## config.mk

```make
export PLATFORM = sky130hd
export DESIGN_NAME = lapm_monitor
export DESIGN_NICKNAME = d
export VERILOG_FILES = /design/src/common/lapm_pkg.sv /design/src/logic/lapm_fifo.sv /design/src/logic/lapm_monitor.sv
export SDC_FILE = /design/constraint.sdc
export NUM_CORES = 1
export LEC_CHECK = 0
export ABC_CLOCK_PERIOD_IN_PS = 3250
export BUFFER_PORTS_ARGS = -buffer_cell sky130_fd_sc_hd__buf_4
export CAP_MARGIN = 15
export CORE_UTILIZATION = 40
export DETAILED_ROUTE_END_ITERATION = 6
export GPL_TIMING_DRIVEN = 0
export PLACE_DENSITY = 0.69
export RECOVER_POWER = 100
export SYNTH_ARGS = -nofsm -noshare
export SYNTH_HDL_FRONTEND = slang
export SYNTH_SLANG_ARGS = --single-unit
export TNS_END_PERCENT = 100
```

## constraint.sdc

```tcl
create_clock -name core_clk -period 3.25 [get_ports core_clk]
set_clock_uncertainty 0.15 [all_clocks]
set_input_delay 0.8125 -clock core_clk [delete_from_list [all_inputs] [get_ports core_clk]]
set_output_delay 0.8125 -clock core_clk [all_outputs]
set_load 0.05 [all_outputs]
```

## src/common/lapm_pkg.sv

```systemverilog
// Constants and types shared by the loss, alarm and pattern monitor
package lapm_pkg;
   // ==========================================================
   // Register offsets and reset values
   localparam logic [7:0] LAPM_RECEIVE_CONFIG_ONE_OFS = 8'h0B;
   localparam logic [7:0] LAPM_MAINTENANCE_CONTROL_ZERO_OFS = 8'h0D;
   localparam logic [7:0] LAPM_LINE_STATUS_ZERO_OFS = 8'h17;
   localparam logic [7:0] LAPM_RECEIVE_CONFIG_ONE_RST = 8'h00;
   localparam logic [7:0] LAPM_MAINTENANCE_CONTROL_ZERO_RST = 8'h00;
   // ==========================================================
   // Field positions
   localparam int LAPM_RCF_LVL_LSB = 0;
   localparam int LAPM_RCF_EQ_BIT = 5;
   localparam int LAPM_MT_PATT_LSB = 0;
   localparam int LAPM_MT_PCLK_BIT = 2;
   localparam int LAPM_MT_INV_BIT = 3;
   localparam int LAPM_MT_LAC_BIT = 4;
   localparam int LAPM_MT_SYSAIS_BIT = 5;
   localparam int LAPM_MT_LINEAIS_BIT = 6;
   localparam int LAPM_ST_LOS_BIT = 0;
   localparam int LAPM_ST_AIS_BIT = 1;
   localparam int LAPM_ST_SYNC_BIT = 2;
   // ==========================================================
   // Bit interval counts, level code limit and FIFO depth
   localparam logic [11:0] LAPM_LOS_N_SHORT = 12'd32;
   localparam logic [11:0] LAPM_LOS_N_LONG = 12'd2048;
   localparam logic [5:0] LAPM_LOS_M_LAST = 6'd31;
   localparam logic [5:0] LAPM_LOS_MARK_MIN = 6'd4;
   localparam logic [4:0] LAPM_LOS_ZRUN_MAX = 5'd16;
   localparam logic [8:0] LAPM_AIS_BLK_LAST = 9'd511;
   localparam logic [1:0] LAPM_AIS_ZMIN = 2'd3;
   localparam logic [5:0] LAPM_PW_LAST = 6'd63;
   localparam logic [6:0] LAPM_PW_MAXERR = 7'd6;
   localparam logic [4:0] LAPM_LVL_MAX = 5'h0A;
   localparam int LAPM_FIFO_DEPTH = 16;
   // ==========================================================
   // Modes and states
   typedef enum logic [1:0]
   {
      LAPM_PAT_NORM = 2'b00,
      LAPM_PAT_ONES = 2'b01,
      LAPM_PAT_PRBS = 2'b10,
      LAPM_PAT_RSV = 2'b11
   } lapm_patt_t;
   typedef enum logic [0:0]
   {
      LAPM_SIG_OK = 1'b0,
      LAPM_SIG_LOST = 1'b1
   } lapm_los_t;
endpackage

```

## src/logic/lapm_fifo.sv

```systemverilog
// Small flop-based FIFO with valid/ready on both sides
`timescale 1ns/1ps
`default_nettype none
module lapm_fifo #(
   parameter int WIDTH = 1,
   parameter int DEPTH = 16
) (
   input wire logic core_clk,
   input wire logic rstn,
   input wire logic in_valid,
   output logic in_ready,
   input wire logic [WIDTH-1:0] in_data,
   output logic out_valid,
   input wire logic out_ready,
   output logic [WIDTH-1:0] out_data
);
   localparam int AW = $clog2(DEPTH);
   logic [WIDTH-1:0] mem_r [DEPTH];
   logic [AW:0] wr_r;
   logic [AW:0] rd_r;
   wire push = in_valid & in_ready;
   wire pop = out_valid & out_ready;
   assign in_ready = (wr_r - rd_r) != (AW + 1)'(DEPTH);
   assign out_valid = wr_r != rd_r;
   assign out_data = mem_r[rd_r[AW-1:0]];
   always_ff @(posedge core_clk or negedge rstn)
   begin
      if (!rstn)
      begin
         wr_r <= '0;
         rd_r <= '0;
         for (int i = 0; i < DEPTH; i++) mem_r[i] <= '0;
      end
      else
      begin
         if (push) mem_r[wr_r[AW-1:0]] <= in_data;
         if (push) wr_r <= wr_r + 1'b1;
         if (pop) rd_r <= rd_r + 1'b1;
      end
   end
endmodule // lapm_fifo
`default_nettype wire

```

## src/logic/lapm_monitor.sv

```systemverilog
// Loss-of-signal, alarm signal and internal pattern monitor
// What this block does
// RL1 - Declare loss after 32 or 2048 low intervals
// RL2 - Clear after good 32-bit window from pulse
// RL3 - Loss raises interrupt unless masked
// RL4 - No loss indication in line monitor mode
// RL5 - Equalizer off: fixed declare and clear thresholds
// RL6 - Equalizer on: level field sets declare threshold
// RL7 - Pin control keeps equalizer off
// RL8 - System side all ones on master clock
// RL9 - Line side all ones on master clock
// RL10 - Loss indication unaffected by any loopback
// RL11 - Alarm detection only with clock recovery on
// RL12 - Criteria 0: two consecutive 512-bit blocks
// RL13 - Criteria 1: one 512-bit block decides
// RL14 - Pattern clock: transmit clock or master clock
// RL15 - Pattern 00: normal, or zeros on master
// RL16 - Pattern 01: all ones to line
// RL17 - Pattern 10: pseudo-random sequence, true or inverted
// RL18 - Pin control uses same pattern encoding
// RL19 - Detect received sequence, report sync status
// RL20 - Sync held while 64-bit window errors <= 6
// RL21 - Invert generated and compared sequence
// RL22 - Latch sync changes, interrupt when enabled
// RL23 - Sequence is x^15 + x^14 + 1 register
// RL24 - Count on receive bit ticks, restart on break
`timescale 1ns/1ps
`default_nettype none
module lapm_monitor
   import lapm_pkg::*;
(
   input wire logic core_clk,
   input wire logic rstn,
   input wire logic [7:0] reg_addr,
   input wire logic [7:0] reg_wdata,
   input wire logic reg_wr,
   output logic [7:0] reg_rdata,
   input wire logic hw_mode_pin,
   input wire logic [1:0] hw_pattern_pin,
   input wire logic line_monitor_mode,
   input wire logic cdr_enable,
   input wire logic los_irq_mask,
   input wire logic sequence_event_edge_select,
   input wire logic sequence_event_mask,
   input wire logic sequence_event_clear,
   input wire logic rx_bit_tick,
   input wire logic rx_pos,
   input wire logic rx_neg,
   input wire logic amp_below_q,
   input wire logic amp_above_p,
   input wire logic transmit_clock_tick,
   input wire logic master_clock_tick,
   input wire logic tx_in_valid,
   output logic tx_in_ready,
   input wire logic tx_in_data,
   output logic loss_out,
   output logic los_irq,
   output logic seq_irq,
   output logic eq_enable,
   output logic thr_fixed,
   output logic [4:0] thr_code,
   output logic receive_data_positive,
   output logic receive_data_negative,
   output logic rx_out_tick,
   output logic tx_line_bit,
   output logic tx_line_valid
);
   // ==========================================================
   // Registers and pin synchronisers
   logic [7:0] receive_config_one_r;
   logic [7:0] maintenance_control_zero_r;
   logic [2:0] hw_s1_r;
   logic [2:0] hw_s2_r;
   always_ff @(posedge core_clk or negedge rstn)
   begin
      if (!rstn)
      begin
         receive_config_one_r <= LAPM_RECEIVE_CONFIG_ONE_RST;
         maintenance_control_zero_r <= LAPM_MAINTENANCE_CONTROL_ZERO_RST;
         hw_s1_r <= '0;
         hw_s2_r <= '0;
      end
      else
      begin
         if (reg_wr && reg_addr == LAPM_RECEIVE_CONFIG_ONE_OFS) receive_config_one_r <= reg_wdata;
         if (reg_wr && reg_addr == LAPM_MAINTENANCE_CONTROL_ZERO_OFS) maintenance_control_zero_r <= reg_wdata;
         hw_s1_r <= {hw_mode_pin, hw_pattern_pin};
         hw_s2_r <= hw_s1_r;
      end
   end
   wire hw_mode = hw_s2_r[2];
   wire loss_criteria_select = maintenance_control_zero_r[LAPM_MT_LAC_BIT];
   wire seq_inv = maintenance_control_zero_r[LAPM_MT_INV_BIT];
   wire pclk_sel = maintenance_control_zero_r[LAPM_MT_PCLK_BIT];
   wire sys_ones_en = maintenance_control_zero_r[LAPM_MT_SYSAIS_BIT];
   wire line_ones_en = maintenance_control_zero_r[LAPM_MT_LINEAIS_BIT];
   wire [1:0] patt_reg = maintenance_control_zero_r[LAPM_MT_PATT_LSB +: 2];
   wire [1:0] patt_sel = hw_mode ? hw_s2_r[1:0] : patt_reg; // see RL18
   wire [4:0] lvl = receive_config_one_r[LAPM_RCF_LVL_LSB +: 5];
   // Reserved level codes clamp to the deepest legal step
   assign eq_enable = receive_config_one_r[LAPM_RCF_EQ_BIT] & ~hw_mode; // see RL7
   assign thr_fixed = ~eq_enable; // see RL5
   assign thr_code = (lvl > LAPM_LVL_MAX) ? LAPM_LVL_MAX : lvl; // see RL6
   wire rx_mark = rx_pos | rx_neg;
   // ==========================================================
   // Loss of signal
   lapm_los_t los_st_r;
   lapm_los_t los_st_nxt;
   logic [11:0] dcnt_r;
   logic [5:0] ccnt_r;
   logic [5:0] marks_r;
   logic [4:0] zrun_r;
   logic loss_r;
   wire below = amp_below_q & ~rx_mark;
   wire [11:0] los_n = loss_criteria_select ? LAPM_LOS_N_LONG : LAPM_LOS_N_SHORT;
   wire [11:0] dcnt_nxt = below ? dcnt_r + 12'd1 : 12'd0; // see RL24
   // At-or-above so a criteria change in mid-silence still declares
   wire declare_hit = rx_bit_tick & (dcnt_nxt >= los_n); // see RL1
   wire win_idle = ccnt_r == 6'd0;
   wire win_start = win_idle & rx_mark & amp_above_p;
   wire [4:0] zrun_nxt = rx_mark ? 5'd0 : zrun_r + 5'd1;
   wire [5:0] marks_nxt = marks_r + {5'd0, rx_mark};
   wire win_break = (rx_mark & ~amp_above_p) | (zrun_nxt == LAPM_LOS_ZRUN_MAX);
   wire win_done = ~win_idle & ~win_break & (ccnt_r == LAPM_LOS_M_LAST);
   wire clear_hit = rx_bit_tick & win_done & (marks_nxt >= LAPM_LOS_MARK_MIN); // see RL2
   always_comb
   begin
      los_st_nxt = los_st_r;
      case (los_st_r)
         LAPM_SIG_OK: if (declare_hit) los_st_nxt = LAPM_SIG_LOST;
         LAPM_SIG_LOST: if (clear_hit) los_st_nxt = LAPM_SIG_OK;
         default: los_st_nxt = LAPM_SIG_OK;
      endcase
   end
   always_ff @(posedge core_clk or negedge rstn)
   begin
      if (!rstn)
      begin
         los_st_r <= LAPM_SIG_OK;
         dcnt_r <= '0;
         ccnt_r <= '0;
         marks_r <= '0;
         zrun_r <= '0;
         loss_r <= 1'b0;
      end
      else
      begin
         los_st_r <= los_st_nxt;
         // Loopback state is deliberately not an input here
         loss_r <= (los_st_nxt == LAPM_SIG_LOST) & ~line_monitor_mode; // see RL4 RL10
         if (rx_bit_tick)
         begin
            dcnt_r <= (los_st_r == LAPM_SIG_OK) ? dcnt_nxt : 12'd0;
            if (los_st_r != LAPM_SIG_LOST || win_done || (~win_idle && win_break))
               ccnt_r <= 6'd0; // see RL24
            else if (win_start)
               ccnt_r <= 6'd1;
            else if (!win_idle)
               ccnt_r <= ccnt_r + 6'd1;
            marks_r <= win_idle ? {5'd0, win_start} : marks_nxt;
            zrun_r <= win_idle ? 5'd0 : zrun_nxt;
         end
      end
   end
   assign loss_out = loss_r;
   assign los_irq = loss_r & ~los_irq_mask; // see RL3
   // ==========================================================
   // Alarm indication signal
   logic [8:0] bcnt_r;
   logic [1:0] zeros_r;
   logic prev_low_r;
   logic ais_r;
   wire [1:0] zeros_nxt = (!rx_mark && zeros_r != LAPM_AIS_ZMIN) ? zeros_r + 2'd1 : zeros_r;
   wire blk_end = rx_bit_tick & (bcnt_r == LAPM_AIS_BLK_LAST);
   wire blk_low = zeros_nxt < LAPM_AIS_ZMIN;
   wire ais_set = loss_criteria_select ? blk_low : (blk_low & prev_low_r); // see RL12 RL13
   wire ais_clr = loss_criteria_select ? ~blk_low : (~blk_low & ~prev_low_r);
   always_ff @(posedge core_clk or negedge rstn)
   begin
      if (!rstn)
      begin
         bcnt_r <= '0;
         zeros_r <= '0;
         prev_low_r <= 1'b0;
         ais_r <= 1'b0;
      end
      else if (!cdr_enable)
      begin
         bcnt_r <= '0; // see RL11
         zeros_r <= '0;
         prev_low_r <= 1'b0;
         ais_r <= 1'b0;
      end
      else if (rx_bit_tick)
      begin
         bcnt_r <= bcnt_r + 9'd1;
         zeros_r <= blk_end ? 2'd0 : zeros_nxt;
         if (blk_end)
         begin
            prev_low_r <= blk_low;
            if (ais_set) ais_r <= 1'b1;
            else if (ais_clr) ais_r <= 1'b0;
         end
      end
   end
   // ==========================================================
   // Sequence checker, self-synchronising on received bits
   logic [14:0] chk_hist_r;
   logic [5:0] wcnt_r;
   logic [6:0] ecnt_r;
   logic sync_r;
   logic seq_evt_r;
   wire rx_cmp = rx_mark ^ seq_inv; // see RL21
   wire bit_err = rx_cmp ^ (chk_hist_r[14] ^ chk_hist_r[13]); // see RL23
   wire [6:0] ecnt_nxt = ecnt_r + {6'd0, bit_err};
   wire win_end = rx_bit_tick & (wcnt_r == LAPM_PW_LAST);
   // Tolerates up to 6 in 64 bit errors, just under one in ten
   wire sync_nxt = win_end ? (ecnt_nxt <= LAPM_PW_MAXERR) : sync_r; // see RL19 RL20
   wire sync_chg = sync_nxt != sync_r;
   wire evt_set = sync_chg & (sequence_event_edge_select | sync_nxt); // see RL22
   always_ff @(posedge core_clk or negedge rstn)
   begin
      if (!rstn)
      begin
         chk_hist_r <= '0;
         wcnt_r <= '0;
         ecnt_r <= '0;
         sync_r <= 1'b0;
         seq_evt_r <= 1'b0;
      end
      else
      begin
         if (rx_bit_tick)
         begin
            chk_hist_r <= {chk_hist_r[13:0], rx_cmp};
            wcnt_r <= wcnt_r + 6'd1;
            ecnt_r <= win_end ? 7'd0 : ecnt_nxt;
         end
         sync_r <= sync_nxt;
         // A change landing on the clear cycle is kept
         seq_evt_r <= evt_set | (seq_evt_r & ~sequence_event_clear);
      end
   end
   assign seq_irq = seq_evt_r & sequence_event_mask; // see RL22
   // ==========================================================
   // Receive outputs toward the system side
   logic rdp_r;
   logic rdn_r;
   logic rtick_r;
   wire sys_ones = loss_r & sys_ones_en; // see RL8
   always_ff @(posedge core_clk or negedge rstn)
   begin
      if (!rstn)
      begin
         rdp_r <= 1'b0;
         rdn_r <= 1'b0;
         rtick_r <= 1'b0;
      end
      else
      begin
         rtick_r <= sys_ones ? master_clock_tick : rx_bit_tick;
         rdp_r <= sys_ones ? 1'b1 : rx_pos;
         rdn_r <= sys_ones ? 1'b0 : rx_neg;
      end
   end
   assign receive_data_positive = rdp_r;
   assign receive_data_negative = rdn_r;
   assign rx_out_tick = rtick_r;
   // ==========================================================
   // Transmit pattern selection
   logic [14:0] gen_r;
   logic txb_r;
   logic txv_r;
   logic fifo_valid;
   logic fifo_data;
   wire line_ones = loss_r & line_ones_en; // see RL9
   wire pat_tick = pclk_sel ? master_clock_tick : transmit_clock_tick; // see RL14
   wire is_norm = patt_sel != LAPM_PAT_ONES && patt_sel != LAPM_PAT_PRBS;
   wire is_zeros = patt_sel == LAPM_PAT_NORM && pclk_sel; // see RL15
   wire pass_thru = is_norm & ~is_zeros & ~line_ones;
   wire out_tick = line_ones ? master_clock_tick : (pass_thru ? transmit_clock_tick : pat_tick);
   wire gen_bit = gen_r[14] ^ seq_inv; // see RL17 RL21
   wire gen_step = out_tick & ~line_ones & (patt_sel == LAPM_PAT_PRBS);
   wire fifo_pop = out_tick & pass_thru;
   logic tx_bit_sel;
   always_comb
   begin
      if (line_ones) tx_bit_sel = 1'b1;
      else if (patt_sel == LAPM_PAT_ONES) tx_bit_sel = 1'b1; // see RL16
      else if (patt_sel == LAPM_PAT_PRBS) tx_bit_sel = gen_bit;
      else if (is_zeros) tx_bit_sel = 1'b0;
      else tx_bit_sel = fifo_valid & fifo_data; // Underrun sends a space
   end
   always_ff @(posedge core_clk or negedge rstn)
   begin
      if (!rstn)
      begin
         gen_r <= 15'h7FFF;
         txb_r <= 1'b0;
         txv_r <= 1'b0;
      end
      else
      begin
         if (gen_step) gen_r <= {gen_r[13:0], gen_r[14] ^ gen_r[13]}; // see RL23
         txv_r <= out_tick;
         if (out_tick) txb_r <= tx_bit_sel;
      end
   end
   assign tx_line_bit = txb_r;
   assign tx_line_valid = txv_r;
   lapm_fifo #(.WIDTH(1), .DEPTH(LAPM_FIFO_DEPTH)) u_tx_fifo (
      .core_clk(core_clk),
      .rstn(rstn),
      .in_valid(tx_in_valid),
      .in_ready(tx_in_ready),
      .in_data(tx_in_data),
      .out_valid(fifo_valid),
      .out_ready(fifo_pop),
      .out_data(fifo_data)
   );
   // ==========================================================
   // Register read
   wire [7:0] line_status_zero = {5'd0, sync_r, ais_r, loss_r};
   always_ff @(posedge core_clk or negedge rstn)
   begin
      if (!rstn) reg_rdata <= '0;
      else if (reg_addr == LAPM_RECEIVE_CONFIG_ONE_OFS) reg_rdata <= receive_config_one_r;
      else if (reg_addr == LAPM_MAINTENANCE_CONTROL_ZERO_OFS) reg_rdata <= maintenance_control_zero_r;
      else if (reg_addr == LAPM_LINE_STATUS_ZERO_OFS) reg_rdata <= line_status_zero; // see RL11
      else reg_rdata <= '0;
   end
endmodule // lapm_monitor
`default_nettype wire

```

==> metrics.md <==
| Metric | Value |
|---|---|
| Port Buffer Count | `58` |
| R2r setup slk | `0.43 ns` |
| Routed wire length | `15.9 mm` |
| Hold/Removal Path Class | `register to register` |
| Slew @ Worst Pin | `1.34 ns` |
| First-pass GRT wire length | `26.2 mm` |
| Hold-fix buffers, CTS | `0` |
| Reg2Reg Depth | `10` |
| Area share of the largest cell type after synthesis | `about 45%` |
| Cells after synthesis | `688` |
| Fin cells | `about 1000` |
| Most frequent cells after synthesis | `135 x dfrtp_1, 61 x nand2_1, 51 x mux2_2` |
| Root Buffer | `clkbuf_16` |
| Status | `complete, no violations` |
| DR iter-0 viols | `329` |
| Hpwl dp | `10.9 mm` |
| Top cells by area, synth | `dfrtp_1 45%, mux2_2 7.6%, dfstp_2 5.2%, ha_1 4.3%, nand2_1 3.0%` |
| Clock Power Share | `30.5%` |
| TritonCTS clock tree | `yes` |
| Clk sinks | `150` |
| RSZ-0062 raised after global routing | `true` |
| CTS Buf Count | `17` |
| Antenna Violating Nets Remaining | `0` |
| Place WS | `-0.429 ns` |
| Post-route setup slack | `0.0435 ns` |
| Vias/cell | `5.32` |
| Die H | `140 um` |
| Total global-route track usage | `~17%` |
| Worst Path Required | `2.29 ns` |
| Period utilization | `a little over nine tenths` |
| IO Pins | `61` |
| Worst setup endpoint | `tx_in_ready` |
| Clk_lat worst skew | `0.42 ns` |
| Grt ovf | `0` |
| Worst Setup SP | `u_tx_fifo.rd_r[3]` |
| Flop pwr share | `39.0%` |
| DRC errors left | `0` |
| Cell accounting for the most synthesized area | `dfrtp_1` |
| Hold path depth | `0` |
| Initial Utilization | `just over 40%` |
| Register area share after synthesis | `49.8%` |
| Longest Clk Path Bufs | `2` |
| Max rail drop VDD | `about 300 uV` |
| Final core utilization | `48.8%` |
| Pwr/cell area | `743 nW/um^2` |
| Post-Syn Nets | `751` |
| Arrival time at the worst endpoint | `2.24 ns` |
| Rel. slew slack | `10.8%` |
| Fmax | `312 MHz` |
| Nets | `around 840` |
| P_int | `roughly 4.4 mW` |
| Largest net degree at the start of global routing | `102` |
| Critical path endpoint category | `output pin` |
| Ys flop type | `dfrtp_1` |
| Switching Share | `32.9%` |
| Critical path type | `register to output pin` |
| Asr flop ratio synth | `100%` |
| #FFs+latches synth | `150` |
| P&R area growth vs syn | `17.6%` |
| Width of the die | `140 um` |
| Sw power | `approximately 2.2 mW` |
| Launch point of the worst reg-to-reg path | `u_tx_fifo.rd_r[3]` |
| Vias | `~5400` |
| Final Setup Violations | `0` |
| Drt pass-1 iters | `5` |
| CTS clock-pin slew for the worst setup and hold paths | `0.06 ns` |
| N_diodes | `0` |
| CP startpoint kind | `register` |
| Leak Pwr | `a little under 4 nW` |
| Comb pwr share | `30.5%` |
| Synth warnings | `0` |
| Min Tclk post-route | `3.21 ns` |
| Vias in the first global route | `5200` |
| Die area | `19500 um^2` |
| Initial antenna violation count | `0` |
| Mean Syn Cell Area | `11.0 um^2` |
| Post-synth EDFFs | `0` |
| Count leader, synth | `dfrtp_1` |
| Worst Path Max Fanout | `4` |
| Post-Place Cells | `around 980` |
| CORE AREA | `18300 um^2` |
| Core Rows | `around 50` |
| Cell area after synthesis | `roughly 7600 um^2` |
| Final slew viol count | `0` |
| # Max-Cap Violations | `0` |
| Distinct cells, synth | `70` |
| Final Wtd Congestion | `0.853` |
| Final Hold Fails | `0` |
| H-tree lvl count | `4` |
| Share of layout cells above drive strength 1 | `between 20% and 30%` |
| RR Endpoint | `u_tx_fifo.mem_r[7]` |
| Fillers | `1670` |
| Wire per inst | `15.6 um` |
-- cell usage in the layout (no fill, tap or decap), types with 12 or more instances in the layout --
cell type / Yosys / routed
o21ai_0: 36 / 37
nor2b_1: 13 / 13
nand3_1: 26 / 26
dfrtp_1: 135 / 134
nor3_1: 17 / 19
clkbuf_1: 17 / 46
a21oi_1: 16 / 16
clkbuf_16: 0 / 17
dfstp_2: 15 / 15
xnor2_1: 23 / 23
inv_1: 26 / 24
ha_1: 26 / 24
nand2_1: 61 / 61
mux2_1: 11 / 12
buf_4: 1 / 38
nor2_1: 33 / 32
mux2_2: 51 / 50
-- logic make-up after synthesis --
kind of cell	count (synthesis)	share of synthesized area, %
AND/OR/NAND/NOR	225	15.7
flip-flops	150	49.8
AO/OA/AOI/OAI	122	11.0
multiplexers	77	12.4
buffers and inverters	53	2.84
XOR/XNOR	34	3.93
adder cells (fa/ha/maj)	26	4.29
other	1	0.0495
-- sequential cells by signal (all words and copies together) (netlist names), 8 cells and up --
| signal | flops |
|---|---|
| gen_r | 15 |
| u_tx_fifo.mem_r | 16 |
| maintenance_control_zero_r | 8 |
| dcnt_r | 12 |
| receive_config_one_r | 8 |
| reg_rdata | 8 |
| bcnt_r | 9 |
| chk_hist_r | 15 |
-- through the flow --
| step | power [mW] | setup TNS [ns] | instance area, um^2 | hold slack [ns] |
|---|---|---|---|---|
| after floorplan | 4.00 | 0 | 7570 | 0.181 |
| after global placement | 4.43 | -0.775 | 8300 | 0.184 |
| after detailed placement | 4.50 | -1.07 | 8330 | 0.189 |
| after CTS | 6.63 | 0 | 8990 | 0.191 |
| after global routing | 7.02 | -0.0754 | 8910 | 0.217 |
| final | 6.62 | 0 | 8910 | 0.202 |
-- power by group through the flow --
stage / registers [mW] / logic, mW / clock network (mW)
CTS: 2.58 / 1.99 / 2.05
floorplan: 2.59 / 1.41 / 0
detailed placement: 2.64 / 1.86 / 0
global route: 2.64 / 2.23 / 2.15
finish: 2.58 / 2.02 / 2.02
global placement: 2.62 / 1.81 / 0
-- worst max-delay path: stages (launching register included) --
cell and delay (ns):
dfrtp_1 0.39, inv_2 0.07, ha_4 0.21, or2_4 0.25, a2111oi_4 0.29, a21oi_2 0.09, nor4_4 0.25, inv_1 0.09
buf_6 0.16
-- how the worst min path moves through the flow --
stage               start             endpoint
3_5_place_dp   hw_s1_r[0]           hw_s2_r[0]
2_1_floorplan  hw_s1_r[0]           hw_s2_r[0]
6_report       hw_s1_r[0]           hw_s2_r[0]
3_3_place_gp   hw_s1_r[0]           hw_s2_r[0]
5_1_grt        hw_s1_r[0]           hw_s2_r[0]
4_1_cts              rstn  u_tx_fifo.mem_r[12]
-- layer usage --
layer,vias up,GRT usage [%],wire [um]
met5,-,0,0
met4,0,5.61,175
met3,17,3.82,615
met2,110,25.9,7190
met1,2626,24.1,7890
li1,2644,-,-
-- cell type report --
class                           count  area, um^2  area share (%)
Tap cell                          229         287            3.22
Buffer                             27         109            1.22
Inverter                           26        97.6            1.10
Timing Repair Buffer               66         434            4.87
Sequential cell                   150        3770            42.4
Clock buffer                       18         429            4.82
Clock inverter                     14         173            1.94
Multi-Input combinational cell    485        3610            40.5
-- what timing repair did --
action | in CTS | in global routing
buffers inserted | 5 | 2
resized for setup | 3 | 7
setup endpoints to repair | 1 | 5
pin swaps | 1 | 1
(Power assumes the default switching activity.)
